==> src/inc/stm_pkg.sv <==
// constants shared by the supply threshold monitor register block
package stm_pkg;

  // ---------------------------------------------------------------
  // register byte offsets
  // ---------------------------------------------------------------
  localparam logic [11:0] STM_ADDR_CTRL = 12'h000;
  localparam logic [11:0] STM_ADDR_IRQ_STATUS = 12'h004;
  localparam logic [11:0] STM_ADDR_IRQ_MASK = 12'h008;

  // ---------------------------------------------------------------
  // field positions of supply_monitor_control
  // ---------------------------------------------------------------
  localparam int STM_CODE_LSB = 0;
  localparam int STM_CODE_W = 4;
  localparam int STM_RANGE_BIT = 4;
  localparam int STM_STATUS_BIT = 5;

  // field position of the interrupt status and mask registers
  localparam int STM_EVT_BIT = 0;
  localparam int STM_EVT_W = 1;

  // ---------------------------------------------------------------
  // reset values: low range, code two, giving 1.80 V
  // ---------------------------------------------------------------
  localparam logic [3:0] STM_CODE_RST = 4'h2;
  localparam logic STM_RANGE_RST = 1'b0;
  localparam logic STM_STATUS_RST = 1'b0;
  localparam logic [0:0] STM_EVT_RST = 1'h0;
  localparam logic [0:0] STM_MASK_RST = 1'h0;

  // ---------------------------------------------------------------
  // threshold ladder in millivolts
  // ---------------------------------------------------------------
  localparam int STM_MV_W = 12;
  localparam logic [11:0] STM_HIGH_BASE_MV = 12'h9f6; // 2550 mV
  localparam logic [11:0] STM_HIGH_STEP_MV = 12'h04b; // 75 mV
  localparam logic [11:0] STM_LOW_BASE_MV = 12'h6a4;  // 1700 mV
  localparam logic [11:0] STM_LOW_STEP_MV = 12'h032;  // 50 mV

endpackage : stm_pkg

==> src/design/stm_supply_monitor.sv <==
// supply threshold monitor: apb registers, status, low supply event, interrupt
//
// How it works
// - control bit 5 reads one while the supply is above the selected threshold.
// - status always compares against the currently held range and code settings.
// - control bit 4 is read-write range select, zero low, one high.
// - control bits 3:0 hold a read-write four bit threshold code.
// - high range codes map linearly from 2.550 V up to 3.675 V.
// - low range codes map linearly from 1.70 V up to 2.45 V.
// - reset selects 1.8 V, code two with the low range.
// - a status fall from one to zero raises the low supply event.
// - no event while status stays zero, even after reprogramming.
// - in deepest power-down status holds and no events are raised.
`timescale 1ns/1ps
module stm_supply_monitor
  import stm_pkg::*;
(
  // clock and reset
  input wire logic pclk,
  input wire logic presetn,
  // apb slave
  input wire logic psel,
  input wire logic penable,
  input wire logic pwrite,
  input wire logic [11:0] paddr,
  input wire logic [31:0] pwdata,
  output logic [31:0] prdata,
  output logic pready,
  output logic pslverr,
  // analogue comparator on the external supply pin
  input wire logic cmp_above_raw,
  output logic [3:0] threshold_code,
  output logic threshold_high_range,
  output logic [11:0] threshold_mv,
  output logic monitor_enable,
  // power state from the device state machine
  input wire logic deep_sleep,
  // interrupt
  output logic irq
);

  // ---------------------------------------------------------------
  // internal signals
  // ---------------------------------------------------------------
  logic cmp_above_sync;
  logic enable_seen;
  logic cmp_settled;
  logic supply_above_threshold;
  logic [0:0] irq_status;
  logic [0:0] irq_mask;
  logic low_supply_event;
  logic [11:0] next_threshold_mv;
  logic setup_phase;
  logic access_phase;
  logic wr_access;
  logic hit_ctrl;
  logic hit_status;
  logic hit_mask;
  logic mapped;
  logic [31:0] next_prdata;

  // ---------------------------------------------------------------
  // comparator synchroniser
  // ---------------------------------------------------------------
  // the comparator output is asynchronous to pclk
  stm_sync2 #(
    .W(1)
  ) u_cmp_sync (
    .pclk(pclk),
    .presetn(presetn),
    .async_in(cmp_above_raw),
    .sync_out(cmp_above_sync)
  );

  // ---------------------------------------------------------------
  // threshold ladder
  // ---------------------------------------------------------------
  stm_threshold_decode u_decode (
    .threshold_code(threshold_code),
    .threshold_high_range(threshold_high_range),
    .threshold_mv(next_threshold_mv)
  );

  // threshold value to the comparator, registered
  always_ff @(posedge pclk or negedge presetn) begin
    if (!presetn) begin
      threshold_mv <= STM_LOW_BASE_MV + STM_LOW_STEP_MV + STM_LOW_STEP_MV;
    end else begin
      threshold_mv <= next_threshold_mv;
    end
  end

  // comparator powered only outside deepest power-down
  always_ff @(posedge pclk or negedge presetn) begin
    if (!presetn) begin
      monitor_enable <= 1'b0;
    end else begin
      monitor_enable <= !deep_sleep;
    end
  end

  // a synchronised sample counts only if the comparator was powered when it was
  // taken, so a wake-up does not read the powered-down level as a supply fall
  always_ff @(posedge pclk or negedge presetn) begin
    if (!presetn) begin
      enable_seen <= 1'b0;
      cmp_settled <= 1'b0;
    end else begin
      enable_seen <= monitor_enable;
      cmp_settled <= enable_seen;
    end
  end

  // ---------------------------------------------------------------
  // apb decode
  // ---------------------------------------------------------------
  assign setup_phase = psel && !penable;
  assign access_phase = psel && penable;
  assign wr_access = access_phase && pwrite;
  assign hit_ctrl = (paddr == STM_ADDR_CTRL);
  assign hit_status = (paddr == STM_ADDR_IRQ_STATUS);
  assign hit_mask = (paddr == STM_ADDR_IRQ_MASK);
  assign mapped = hit_ctrl || hit_status || hit_mask;
  // zero wait states; unmapped addresses answer with an error
  assign pready = 1'b1;
  assign pslverr = access_phase && !mapped;

  // ---------------------------------------------------------------
  // control register: range select and threshold code
  // ---------------------------------------------------------------
  always_ff @(posedge pclk or negedge presetn) begin
    if (!presetn) begin
      threshold_code <= STM_CODE_RST;
      threshold_high_range <= STM_RANGE_RST;
    end else if (wr_access && hit_ctrl) begin
      threshold_code <= pwdata[STM_CODE_LSB +: STM_CODE_W];
      threshold_high_range <= pwdata[STM_RANGE_BIT];
    end
  end

  // ---------------------------------------------------------------
  // supply status
  // ---------------------------------------------------------------
  // the comparator always sees the current threshold, so the
  // synchronised level is the live verdict; frozen while asleep and
  // until the first sample of a powered comparator arrives
  always_ff @(posedge pclk or negedge presetn) begin
    if (!presetn) begin
      supply_above_threshold <= STM_STATUS_RST;
    end else if (!deep_sleep && cmp_settled) begin
      supply_above_threshold <= cmp_above_sync;
    end
  end

  // a one-to-zero step of the status is the low supply event
  assign low_supply_event = !deep_sleep && cmp_settled &&
                            supply_above_threshold && !cmp_above_sync;

  // ---------------------------------------------------------------
  // interrupt status, mask and output
  // ---------------------------------------------------------------
  // write one to clear; a new event wins over a clear in the same cycle
  always_ff @(posedge pclk or negedge presetn) begin
    if (!presetn) begin
      irq_status <= STM_EVT_RST;
    end else begin
      irq_status <= (irq_status & ~((wr_access && hit_status) ?
                     pwdata[STM_EVT_BIT +: STM_EVT_W] : 1'h0)) | low_supply_event;
    end
  end

  always_ff @(posedge pclk or negedge presetn) begin
    if (!presetn) begin
      irq_mask <= STM_MASK_RST;
    end else if (wr_access && hit_mask) begin
      irq_mask <= pwdata[STM_EVT_BIT +: STM_EVT_W];
    end
  end

  // level interrupt while an unmasked status bit is set
  assign irq = |(irq_status & irq_mask);

  // ---------------------------------------------------------------
  // read data
  // ---------------------------------------------------------------
  // captured in the setup cycle so it stands through the access phase
  always_comb begin
    next_prdata = 32'h0000_0000;
    case (1'b1)
      hit_ctrl: begin
        next_prdata[STM_CODE_LSB +: STM_CODE_W] = threshold_code;
        next_prdata[STM_RANGE_BIT] = threshold_high_range;
        next_prdata[STM_STATUS_BIT] = supply_above_threshold;
      end
      hit_status: begin
        next_prdata[STM_EVT_BIT +: STM_EVT_W] = irq_status;
      end
      hit_mask: begin
        next_prdata[STM_EVT_BIT +: STM_EVT_W] = irq_mask;
      end
      default: begin
        next_prdata = 32'h0000_0000;
      end
    endcase
  end

  always_ff @(posedge pclk or negedge presetn) begin
    if (!presetn) begin
      prdata <= 32'h0000_0000;
    end else if (setup_phase && !pwrite) begin
      prdata <= next_prdata;
    end
  end
endmodule : stm_supply_monitor

==> src/design/stm_sync2.sv <==
// two flip-flop synchroniser for asynchronous level inputs
`timescale 1ns/1ps
module stm_sync2
  import stm_pkg::*;
#(
  parameter int W = 1
) (
  // clock and reset
  input wire logic pclk,
  input wire logic presetn,
  // asynchronous level in, synchronised level out
  input wire logic [W-1:0] async_in,
  output logic [W-1:0] sync_out
);

  logic [W-1:0] meta;

  // ---------------------------------------------------------------
  // first stage is read only by the second stage
  // ---------------------------------------------------------------
  always_ff @(posedge pclk or negedge presetn) begin
    if (!presetn) begin
      meta <= '0;
      sync_out <= '0;
    end else begin
      meta <= async_in;
      sync_out <= meta;
    end
  end

endmodule : stm_sync2

==> src/design/stm_threshold_decode.sv <==
// maps range select and threshold code to a threshold in millivolts
`timescale 1ns/1ps
module stm_threshold_decode
  import stm_pkg::*;
(
  // threshold selection
  input wire logic [3:0] threshold_code,
  input wire logic threshold_high_range,
  // selected threshold
  output logic [11:0] threshold_mv
);

  logic [11:0] code_ext;

  // ---------------------------------------------------------------
  // linear ascending ladder for each range
  // ---------------------------------------------------------------
  assign code_ext = {8'h00, threshold_code};

  always_comb begin
    if (threshold_high_range) begin
      threshold_mv = STM_HIGH_BASE_MV + code_ext * STM_HIGH_STEP_MV;
    end else begin
      threshold_mv = STM_LOW_BASE_MV + code_ext * STM_LOW_STEP_MV;
    end
  end

endmodule : stm_threshold_decode

==> config.mk <==
export PLATFORM = sky130hd
export DESIGN_NAME = stm_supply_monitor
export DESIGN_NICKNAME = d
export VERILOG_FILES = /design/src/inc/stm_pkg.sv /design/src/design/stm_supply_monitor.sv /design/src/design/stm_sync2.sv /design/src/design/stm_threshold_decode.sv
export SDC_FILE = /design/constraint.sdc
export NUM_CORES = 1
export LEC_CHECK = 0
export BUFFER_PORTS_ARGS = -buffer_cell sky130_fd_sc_hd__buf_2
export CELL_PAD_IN_SITES_DETAIL_PLACEMENT = 0
export CELL_PAD_IN_SITES_GLOBAL_PLACEMENT = 1
export CORE_AREA = 5 5 105 107
export CTS_CLUSTER_SIZE = 25
export DETAILED_ROUTE_END_ITERATION = 10
export DIE_AREA = 0 0 110 112
export GPL_TIMING_DRIVEN = 0
export PLACE_DENSITY = 0.57
export SLEW_MARGIN = 15
export SYNTH_ARGS = -nofsm -noshare
export SYNTH_HDL_FRONTEND = slang
export SYNTH_SLANG_ARGS = --single-unit
==> constraint.sdc <==
create_clock -name pclk -period 4.39 [get_ports pclk]
set_input_delay 0.2195 -clock pclk [delete_from_list [all_inputs] [get_ports pclk]]
set_output_delay 0.2195 -clock pclk [all_outputs]
set_load 0.005 [all_outputs]
==> flow_metrics.tcl, run 1 <==
set metrics [dict create \
    postSynthCellCount 257 \
    die_area_sq_mm 0.0123 \
    power.density_mw_per_mm2 209 \
    dp_hpwl_um 4890 \
    whs_path_depth 1 \
    synthFlopType "dfrtp_1" \
    die_h_um 112 \
    core_sq_mm 0.0100 \
    row_count 37 \
    dr.pass1.iters 4 \
    die_x_um 110 \
    path_class "reg -> reg" \
    antenna_found_initial 0 \
    cap_violations 0 \
    fin_skew_ns 0.00655 \
    worst-r2r-setup-slack_ns 0.53 \
    finalHoldViolCount 0 \
    setup_tns_ns 0 \
    cts_made_buffers 5 \
    cts_resized 0 \
    place.port_buffers 48 \
    synth_edf_count 0 \
    synth_area_sq_mm 0.00243 \
    crit_fanout 12 \
    grt_max_degree 32 \
    fillers 1071 \
    critPathRequiredTime_ns 4.60 \
    ys_async_sr_fraction_pct 100 \
    synth.avg_cell_area_sq_um 9.44 \
    vdd_drop_max_v 0.0000907 \
    worstReg2RegEnd "threshold_mv[9]$_DFF_PN1_" \
    postCtsHoldBufs 1 \
    fin_area_sq_mm 0.00306 \
    post-route-min-period_ns 3.86 \
    clock_sinks 31 \
    synth_warnings 0 \
    setup_viol 0 \
    ys_seq_elements 31 \
    worst_pin_slew_ns 0.686 \
    hold_class "in -> reg" \
    vias 2001 \
    ios 104 \
    gp_congestion 0.803 \
    max_freq_mhz 259 \
    drc 0 \
    cts_buffer_depth 2 \
    start_util_pct 24.1 \
    synth_cell_types 54 \
    h-tree-depth 2 \
    seqCellArea_sq_um 782 \
    rsz0062_at_grt "false" \
    hp-start "cmp_above_raw" \
    routed_via_density 4.21 \
    slew_headroom_pct 54.3 \
    grt_usage_pct 9.65 \
    pre_cts_ws_ns 0.539 \
    clk_latency_ns 0.28 \
    grt_overflow 0 \
    routedWlPerCell_um 12.7 \
    antennaDiodeCount 0 \
    whs_endpoint "u_cmp_sync.meta$_DFF_PN0_" \
    status "finished clean" \
    path_clk_slew_ns 0.07 \
    cts_setup_buffers 0 \
    syn_to_final_growth_pct 26.0 \
    report.final.slew_viol_count 0 \
    drt-initial-drc-count 68 \
    p_total_w 0.000640 \
    cts_root_buf "clkbuf_8" \
    cts_tree "done" \
    cp.arrival_ns 4.07 \
    r2r-start "threshold_code[2]$_DFFE_PN0P_" \
    multiInputGateArea_sq_mm 0.00144 \
    final.setup.worst_slack_ns 0.527 \
    grt_first_pass_wirelength_um 9590 \
    drt.antenna.violating_nets 0 \
    final_nets 409 \
    drive_gt1_share_pct 33.6 \
    r2r_cells 14 \
    cp-start-kind "register" \
    min_period_over_period_pct 88.0 \
    placed_area_sq_mm 0.00293 \
    worstSetupEndpointType "register" \
    p_leak_nw 1.51 \
    wl_um 6020 \
    yosysSeqAreaShare_pct 32.2 \
    grt_pass1_vias 1921 \
]
## worst max-delay path: stages (launching register included)
cell	delay [ns]
dfrtp_1	0.61
inv_1	0.21
ha_1	0.43
xor2_1	0.28
inv_2	0.07
ha_1	0.17
or2_2	0.30
ha_1	0.26
buf_2	0.18
a211oi_1	0.31
o21ai_0	0.22
o21ai_0	0.19
nand4_1	0.22
xnor2_1	0.18
a21oi_1	0.16
## cell type report
class                           instances  share of cell area [%]
Multi-Input combinational cell        202                    46.9
Clock buffer                            6                    2.70
Buffer                                 35                    8.18
Timing Repair Buffer                   49                    8.18
Inverter                               14                    1.72
Sequential cell                        31                    25.6
Clock inverter                          2                    1.15
Tap cell                              136                    5.56
## registers in the layout (all words and copies together), names as in the netlist
register and count:
threshold_mv 12, prdata 6, threshold_code 4, cmp_settled 1, enable_seen 1, irq_mask 1
irq_status 1, monitor_enable 1, supply_above_threshold 1, threshold_high_range 1, u_cmp_sync.meta 1, u_cmp_sync.sync_out 1
## worst max path at each step
stage | endpoint | startpoint | depth (start not counted)
floorplan | threshold_mv[7]$_DFF_PN0_ | threshold_code[2]$_DFFE_PN0P_ | 13
global placement | threshold_mv[7]$_DFF_PN0_ | threshold_code[2]$_DFFE_PN0P_ | 14
detailed placement | threshold_mv[7]$_DFF_PN0_ | threshold_code[2]$_DFFE_PN0P_ | 14
CTS | threshold_mv[7]$_DFF_PN0_ | threshold_code[2]$_DFFE_PN0P_ | 14
global route | threshold_mv[7]$_DFF_PN0_ | threshold_code[2]$_DFFE_PN0P_ | 14
finish | threshold_mv[9]$_DFF_PN1_ | threshold_code[2]$_DFFE_PN0P_ | 14
## kinds of logic (layout without fill, tap and decap cells)
| family | after synthesis | count (layout) | share of synthesized area, % |
|---|---|---|---|
| DFF | 31 | 31 | 32.2 |
| adders and majority gates | 20 | 20 | 10.6 |
| and+or+nand+nor | 68 | 68 | 15.4 |
| buffers and inverters | 49 | 106 | 12.5 |
| other | 2 | 27 | 0.310 |
| AOI/OAI and AO/OA | 59 | 59 | 17.3 |
| muxes | 10 | 10 | 4.54 |
| xor gates and xnor gates | 18 | 18 | 7.07 |
## power by group
| group | internal, W | leakage (nW) | switching [W] |
|---|---|---|---|
| combinational | 0.0000298 | 1.07 | 0.0000274 |
| clock | 0.000183 | 0.0612 | 0.000105 |
| sequential | 0.000291 | 0.376 | 0.00000307 |
## cell usage in the layout (no fill, tap or decap), types with 2 or more instances in the layout
master,n
nor4_1,2
a31o_1,2
nor2_1,16
buf_2,50
a211o_1,2
dfrtp_1,26
conb_1,27
clkbuf_8,6
nor2b_1,4
o21a_1,3
a31oi_1,5
mux2i_1,2
nand3_1,8
a22o_1,5
nand4_1,3
or2_2,3
a21oi_1,14
a211oi_1,4
nand2b_1,3
nand3b_1,3
a21boi_2,2
clkbuf_1,4
inv_1,13
buf_6,2
buf_4,27
xor2_1,8
mux2_2,8
and2_1,3
o21ai_0,11
dfstp_2,5
ha_1,19
nor3_1,2
nand2_1,14
xnor2_1,9
## routing by layer
| metal | track usage [%] | routed length (um) | up-vias |
|---|---|---|---|
| met2 | 16.1 | 2800 | 75 |
| met5 | 0 | 0 | - |
| li1 | - | - | 1016 |
| met1 | 12.9 | 2700 | 903 |
| met3 | 1.74 | 471 | 7 |
| met4 | 2.00 | 50 | 0 |
## synth_stat cells, types with 8 or more instances
library cell	count	share of area, %
nand3_1	8	1.7
dfrtp_1	26	27
nand2_1	14	2.2
o21ai_0	11	2.3
a21oi_1	14	2.9
mux2_2	8	3.7
buf_4	27	8.4
ha_1	19	9.8
xnor2_1	9	3.2
xor2_1	8	2.9
inv_1	13	2.0
nor2_1	16	2.5
## through the flow
stage,std cells,util (%),hold slack (ns)
after CTS,475,30.4,0.0358
after global placement,466,29.2,0.294
after detailed placement,466,29.2,0.305
after floorplan,282,-,-0.0761
final,475,30.4,0.0443
after global routing,475,30.4,0.0397
No activity file was read; power rests on OpenSTA's default activity.
==> run 2: changes to the inputs <==
--- a/config.mk
+++ b/config.mk
@@ -6,14 +6,14 @@
 export NUM_CORES = 1
 export LEC_CHECK = 0
 export BUFFER_PORTS_ARGS = -buffer_cell sky130_fd_sc_hd__buf_2
-export CELL_PAD_IN_SITES_DETAIL_PLACEMENT = 0
-export CELL_PAD_IN_SITES_GLOBAL_PLACEMENT = 1
+export CELL_PAD_IN_SITES_DETAIL_PLACEMENT = 2
+export CELL_PAD_IN_SITES_GLOBAL_PLACEMENT = 2
 export CORE_AREA = 5 5 105 107
 export CTS_CLUSTER_SIZE = 25
 export DETAILED_ROUTE_END_ITERATION = 10
 export DIE_AREA = 0 0 110 112
 export GPL_TIMING_DRIVEN = 0
-export PLACE_DENSITY = 0.57
+export PLACE_DENSITY = 0.7
 export SLEW_MARGIN = 15
 export SYNTH_ARGS = -nofsm -noshare
 export SYNTH_HDL_FRONTEND = slang
==> run 2 against run 1 <==
- cell area stayed put
- critical path depth stayed put
- hold slack worse by 0.011 ns
- critical endpoint unchanged
- count of clock-buffer cells in the layout stayed put
- largest power group is now clock
- clock power is 2% higher
- core utilization stayed put
- clock skew is 0.0028 ns lower
==> flow_metrics.tcl, run 2 (synthesis results as in run 1) <==
set metrics [dict create \
    path_clk_slew_ns 0.07 \
    hold_class "in -> reg" \
    fin_skew_ns 0.00371 \
    antenna_found_initial 0 \
    biggestRegsByFlops "threshold_mv x12, prdata x6, threshold_code x4" \
    cts_resized 0 \
    drt-initial-drc-count 36 \
    clock_sinks 31 \
    grt_pass1_vias 2293 \
    drive_gt1_share_pct 33.6 \
    cts_buffer_depth 2 \
    cap_violations 0 \
    dr.pass1.iters 4 \
    dp.cells 466 \
    cp-start-kind "register" \
    die_h_um 112 \
    cts_made_buffers 5 \
    multiInputGateArea_sq_mm 0.00144 \
    use_met2_pct 21.1 \
    cts_tree "done" \
    report.final.slew_viol_count 0 \
    dp_hpwl_um 5720 \
    grt-busiest-layer "met2" \
    worstSetupEndpointType "register" \
    drt.antenna.violating_nets 0 \
    h-tree-depth 2 \
    power.density_mw_per_mm2 212 \
    cp.arrival_ns 4.31 \
    path_class "reg -> reg" \
    antennaDiodeCount 0 \
    final_nets 409 \
    grt_first_pass_wirelength_um 11100 \
    largest-register "threshold_mv" \
    max_freq_mhz 244 \
    die_area_sq_mm 0.0123 \
    largest_reg_flops 12 \
    vdd_drop_max_v 0.0000974 \
    die_x_um 110 \
    worst_pin_slew_ns 0.684 \
    setup_tns_ns 0 \
    seqCellArea_sq_um 782 \
    min_period_over_period_pct 93.2 \
    cts_root_buf "clkbuf_8" \
    placed_area_sq_mm 0.00293 \
    rsz0062_at_grt "false" \
    pre_cts_ws_ns 0.333 \
    layout_common_cells "buf_2 (50), buf_4 (27), conb_1 (27), dfrtp_1 (26), ha_1 (19)" \
    routedWlPerCell_um 14.8 \
    grt_util_met3_pct 1.86 \
    routed_via_density 4.43 \
    drc 0 \
    finalNonFillerCells 475 \
    status "finished clean" \
    grt_max_degree 32 \
    layout_commonest_cell "buf_2" \
    post-route-min-period_ns 4.09 \
    ios 104 \
    grt_overflow 0 \
    final.setup.worst_slack_ns 0.299 \
    wl_um 7040 \
    grt_usage_pct 11.2 \
    vias 2104 \
    row_count 37 \
    syn_to_final_growth_pct 26.0 \
    crit_fanout 12 \
    core_sq_mm 0.0100 \
    place.port_buffers 48 \
    finalHoldViolCount 0 \
    hold_ws_ns 0.0335 \
    start_util_pct 24.1 \
    fillers 1179 \
    p_leak_nw 1.51 \
    setup_viol 0 \
    fin_area_sq_mm 0.00306 \
    slew_headroom_pct 54.4 \
    clk_latency_ns 0.29 \
    critPathRequiredTime_ns 4.61 \
    gp_congestion 0.759 \
    grt_use_met1_pct 12.8 \
]
## run 2: path summary, 6_finish.rpt
| check | from | end | slack [ns] | cells after the start |
|---|---|---|---|---|
| setup reg to reg | threshold_code[2]$_DFFE_PN0P_ | threshold_mv[9]$_DFF_PN1_ | 0.30 | 14 |
| setup / recovery | threshold_code[2]$_DFFE_PN0P_ | threshold_mv[9]$_DFF_PN1_ | 0.30 | 14 |
| hold / removal | cmp_above_raw | u_cmp_sync.meta$_DFF_PN0_ | 0.03 | 1 |
| min in group asynchronous | presetn | threshold_code[2]$_DFFE_PN0P_ | 0.51 | 2 |
| max in group asynchronous | presetn | threshold_mv[7]$_DFF_PN0_ | 3.44 | 2 |
| hold reg to reg | enable_seen$_DFF_PN0_ | cmp_settled$_DFF_PN0_ | 0.36 | 0 |
## run 2: metrics by stage
step | util [%] | power [W]
floorplan | - | 0.000333
global route | 30.4 | 0.000677
global placement | 29.2 | 0.000355
detailed placement | 29.2 | 0.000356
finish | 30.4 | 0.000648
CTS | 30.4 | 0.000656
## run 2: final cells by class
type / count / area share [%]
tap: 136 / 5.56
clock buffer: 6 / 2.70
multi-input combinational: 202 / 46.9
sequential: 31 / 25.6
buffer: 35 / 8.18
inverter: 14 / 1.72
clock inverter: 2 / 1.15
timing repair buffer: 49 / 8.18
## run 2: critical path, stage by stage, from the launching register on
cell,delay [ns]
dfrtp_1,0.65
inv_1,0.23
ha_1,0.47
xor2_1,0.32
inv_2,0.08
ha_1,0.18
or2_2,0.30
ha_1,0.26
buf_2,0.18
a211oi_1,0.34
o21ai_0,0.24
o21ai_0,0.21
nand4_1,0.22
xnor2_1,0.18
a21oi_1,0.15
## run 2: timing repair
| action | CTS | global route |
|---|---|---|
| hold buffers | 1 | 0 |
| setup buffers | 0 | 0 |
| setup endpoints to repair | 0 | 0 |
| hold endpoints to repair | 26 | 0 |
## run 2: power breakdown
| part | switching, W | total [W] | internal (W) |
|---|---|---|---|
| clock network | 0.000113 | 0.000296 | 0.000184 |
| logic | 0.0000280 | 0.0000578 | 0.0000298 |
| registers | 0.00000304 | 0.000294 | 0.000291 |
| total | 0.000144 | 0.000648 | 0.000505 |
## run 2: routing by layer
metal	wire length, um	part of all wire, %
met5	0	0
met4	64	0.91
met3	376	5.3
met2	3660	52
met1	2950	42
==> run 3: changes to the inputs <==
--- a/config.mk
+++ b/config.mk
@@ -5,15 +5,15 @@
 export SDC_FILE = /design/constraint.sdc
 export NUM_CORES = 1
 export LEC_CHECK = 0
-export BUFFER_PORTS_ARGS = -buffer_cell sky130_fd_sc_hd__buf_2
 export CELL_PAD_IN_SITES_DETAIL_PLACEMENT = 2
 export CELL_PAD_IN_SITES_GLOBAL_PLACEMENT = 2
 export CORE_AREA = 5 5 105 107
 export CTS_CLUSTER_SIZE = 25
 export DETAILED_ROUTE_END_ITERATION = 10
 export DIE_AREA = 0 0 110 112
+export DONT_BUFFER_PORTS = 1
 export GPL_TIMING_DRIVEN = 0
-export PLACE_DENSITY = 0.7
+export PLACE_DENSITY = 0.54
 export SLEW_MARGIN = 15
 export SYNTH_ARGS = -nofsm -noshare
 export SYNTH_HDL_FRONTEND = slang
==> run 3 against run 2 <==
- count of clock-buffer cells in the layout unchanged
- core utilization decreased by 2.0 points
- via count decreased by 7.7%
- clock skew increased by 0.00091 ns
- maximum frequency increased by 4.4%
- hold slack improved by 0.025 ns
- sequential share of layout area increased by 1.8 points
- non-clock buffer count decreased by 45
- setup slack improved by 0.17 ns
==> flow_metrics.tcl, run 3 (synthesis results as in run 1) <==
set metrics [dict create \
    cts_buffer_depth 2 \
    gp_congestion 0.724 \
    routedWlPerCell_um 16.3 \
    antennaDiodeCount 0 \
    setup_tns_ns 0 \
    clk_latency_ns 0.28 \
    fillers 1165 \
    largest_reg_flops 12 \
    biggestRegsByFlops "threshold_mv x12, prdata x6, threshold_code x4" \
    die_h_um 112 \
    status "finished clean" \
    seq_power_share_pct 46.4 \
    power.density_mw_per_mm2 222 \
    grt_usage_pct 11.5 \
    crit_fanout 12 \
    max_freq_mhz 255 \
    largest-register "threshold_mv" \
    wl_um 7000 \
    r2r-start "threshold_code[2]$_DFFE_PN0P_" \
    antenna_found_initial 0 \
    cp.arrival_ns 4.13 \
    clock_power_share_pct 45.9 \
    path_class "reg -> reg" \
    cts_root_buf "clkbuf_8" \
    grt_pass1_vias 2123 \
    slew_headroom_pct 58.3 \
    grt_overflow 0 \
    drc 0 \
    cts_setup_buffers 0 \
    pre_cts_ws_ns 0.276 \
    final.setup.worst_slack_ns 0.470 \
    vias 1941 \
    cp-start-kind "register" \
    worstSetupEndpointType "register" \
    clock_sinks 31 \
    die_area_sq_mm 0.0123 \
    rsz0062_at_grt "false" \
    p_comb_share_pct 7.7 \
    layout_common_cells "buf_4 (27), conb_1 (27), dfrtp_1 (25), ha_1 (19), nor2_1 (16)" \
    h-tree-depth 2 \
    ios 104 \
    crit_end "threshold_mv[9]$_DFF_PN1_" \
    post-route-min-period_ns 3.92 \
    drt.antenna.violating_nets 0 \
    worst_pin_slew_ns 0.625 \
    path_clk_slew_ns 0.07 \
    hold_class "in -> reg" \
    dr.pass1.iters 3 \
    fin_skew_ns 0.00462 \
    drive_gt1_share_pct 23.1 \
    core_sq_mm 0.0100 \
    drt-initial-drc-count 36 \
    start_util_pct 24.1 \
    r2r_cells 14 \
    finalHoldViolCount 0 \
    critPathRequiredTime_ns 4.60 \
    die_x_um 110 \
    final_nets 364 \
    cts_made_buffers 5 \
    report.final.slew_viol_count 0 \
    cts_tree "done" \
    row_count 37 \
    routed_via_density 4.51 \
    multiInputGateArea_sq_mm 0.00144 \
    place.port_buffers 0 \
    switching_share_pct 21.4 \
    dp_hpwl_um 5590 \
    vdd_drop_max_v 0.000131 \
    worst-r2r-setup-slack_ns 0.47 \
    syn_to_final_growth_pct 17.8 \
    seqCellArea_sq_um 783 \
    min_period_over_period_pct 89.3 \
    grt_max_degree 32 \
    cp-startpoint "threshold_code[2]$_DFFE_PN0P_" \
    setup_viol 0 \
    grt_first_pass_wirelength_um 11100 \
    switchingPower_w 0.000136 \
    p_int_w 0.000500 \
    p_leak_nw 1.32 \
    cap_violations 0 \
    p_total_w 0.000636 \
    worstReg2RegEnd "threshold_mv[9]$_DFF_PN1_" \
]
## run 3: cell types whose count changed in the layout (fill, tap and decap cells not counted)
cell	delta
dlygate4sd3_1	+2
buf_12	+1
buf_2	-48
dfrtp_1	-1
dfrtp_2	+1
## run 3: timing repair
item,in CTS,in global routing
endpoints found under the hold margin,33,0
setup endpoints to repair,0,2
resized for setup,0,1
hold buffers,4,0
## run 3: worst max-delay path, stage by stage, from the launching register on
cell and delay (ns):
dfrtp_2 0.55, inv_1 0.19, ha_1 0.44, xor2_1 0.29, inv_2 0.08, ha_1 0.19
or2_2 0.30, ha_1 0.27, buf_2 0.18, a211oi_1 0.34, o21ai_0 0.24, o21ai_0 0.22
nand4_1 0.23, xnor2_1 0.17, a21oi_1 0.15
## run 3: power groups by stage
stage / registers [W] / clock network (W) / logic, W
final: 0.000295 / 0.000292 / 0.0000492
after global routing: 0.000295 / 0.000317 / 0.0000556
after CTS: 0.000295 / 0.000304 / 0.0000483
after detailed placement: 0.000300 / 0 / 0.0000376
after global placement: 0.000300 / 0 / 0.0000372
after floorplan: 0.000299 / 0 / 0.0000346
## run 3: cell type report
cell class,count,area share (%)
Timing Repair Buffer,4,1.75
Multi-Input combinational cell,202,50.2
Clock buffer,6,2.89
Sequential cell,31,27.4
Clock inverter,2,1.23
Tap cell,136,5.95
Inverter,14,1.84
Buffer,35,8.75
## run 3: worst min path at each step
stage / depth (start not counted) / slack, ns / to / start
after floorplan: 0 / -0.08 / cmp_settled$_DFF_PN0_ / presetn
after global placement: 0 / -0.07 / prdata[0]$_DFFE_PN0P_ / presetn
after detailed placement: 0 / -0.07 / irq_status$_DFF_PN0_ / presetn
after CTS: 2 / 0.04 / threshold_code[2]$_DFFE_PN0P_ / pwdata[2]
after global routing: 1 / 0.07 / threshold_code[3]$_DFFE_PN0P_ / pwdata[3]
final: 2 / 0.06 / threshold_code[2]$_DFFE_PN0P_ / pwdata[2]
## run 3: layer usage
metal  global-route usage, %  up-vias  routed length, um
met1                    13.3      965               2920
met2                    21.0       46               3630
met5                       0        -                  0
met4                    3.74        0                 97
li1                        -      923                  -
met3                    1.97        7                353
## run 3: per-stage QoR
stage	util [%]	hold WS (ns)	std cells	cell area (sq um)
after floorplan	-	-0.0761	282	2520
after global placement	26.8	-0.0749	418	2690
after detailed placement	26.8	-0.0749	418	2690
after CTS	28.4	0.0441	430	2860
after global routing	28.5	0.0676	430	2860
final	28.5	0.0588	430	2860
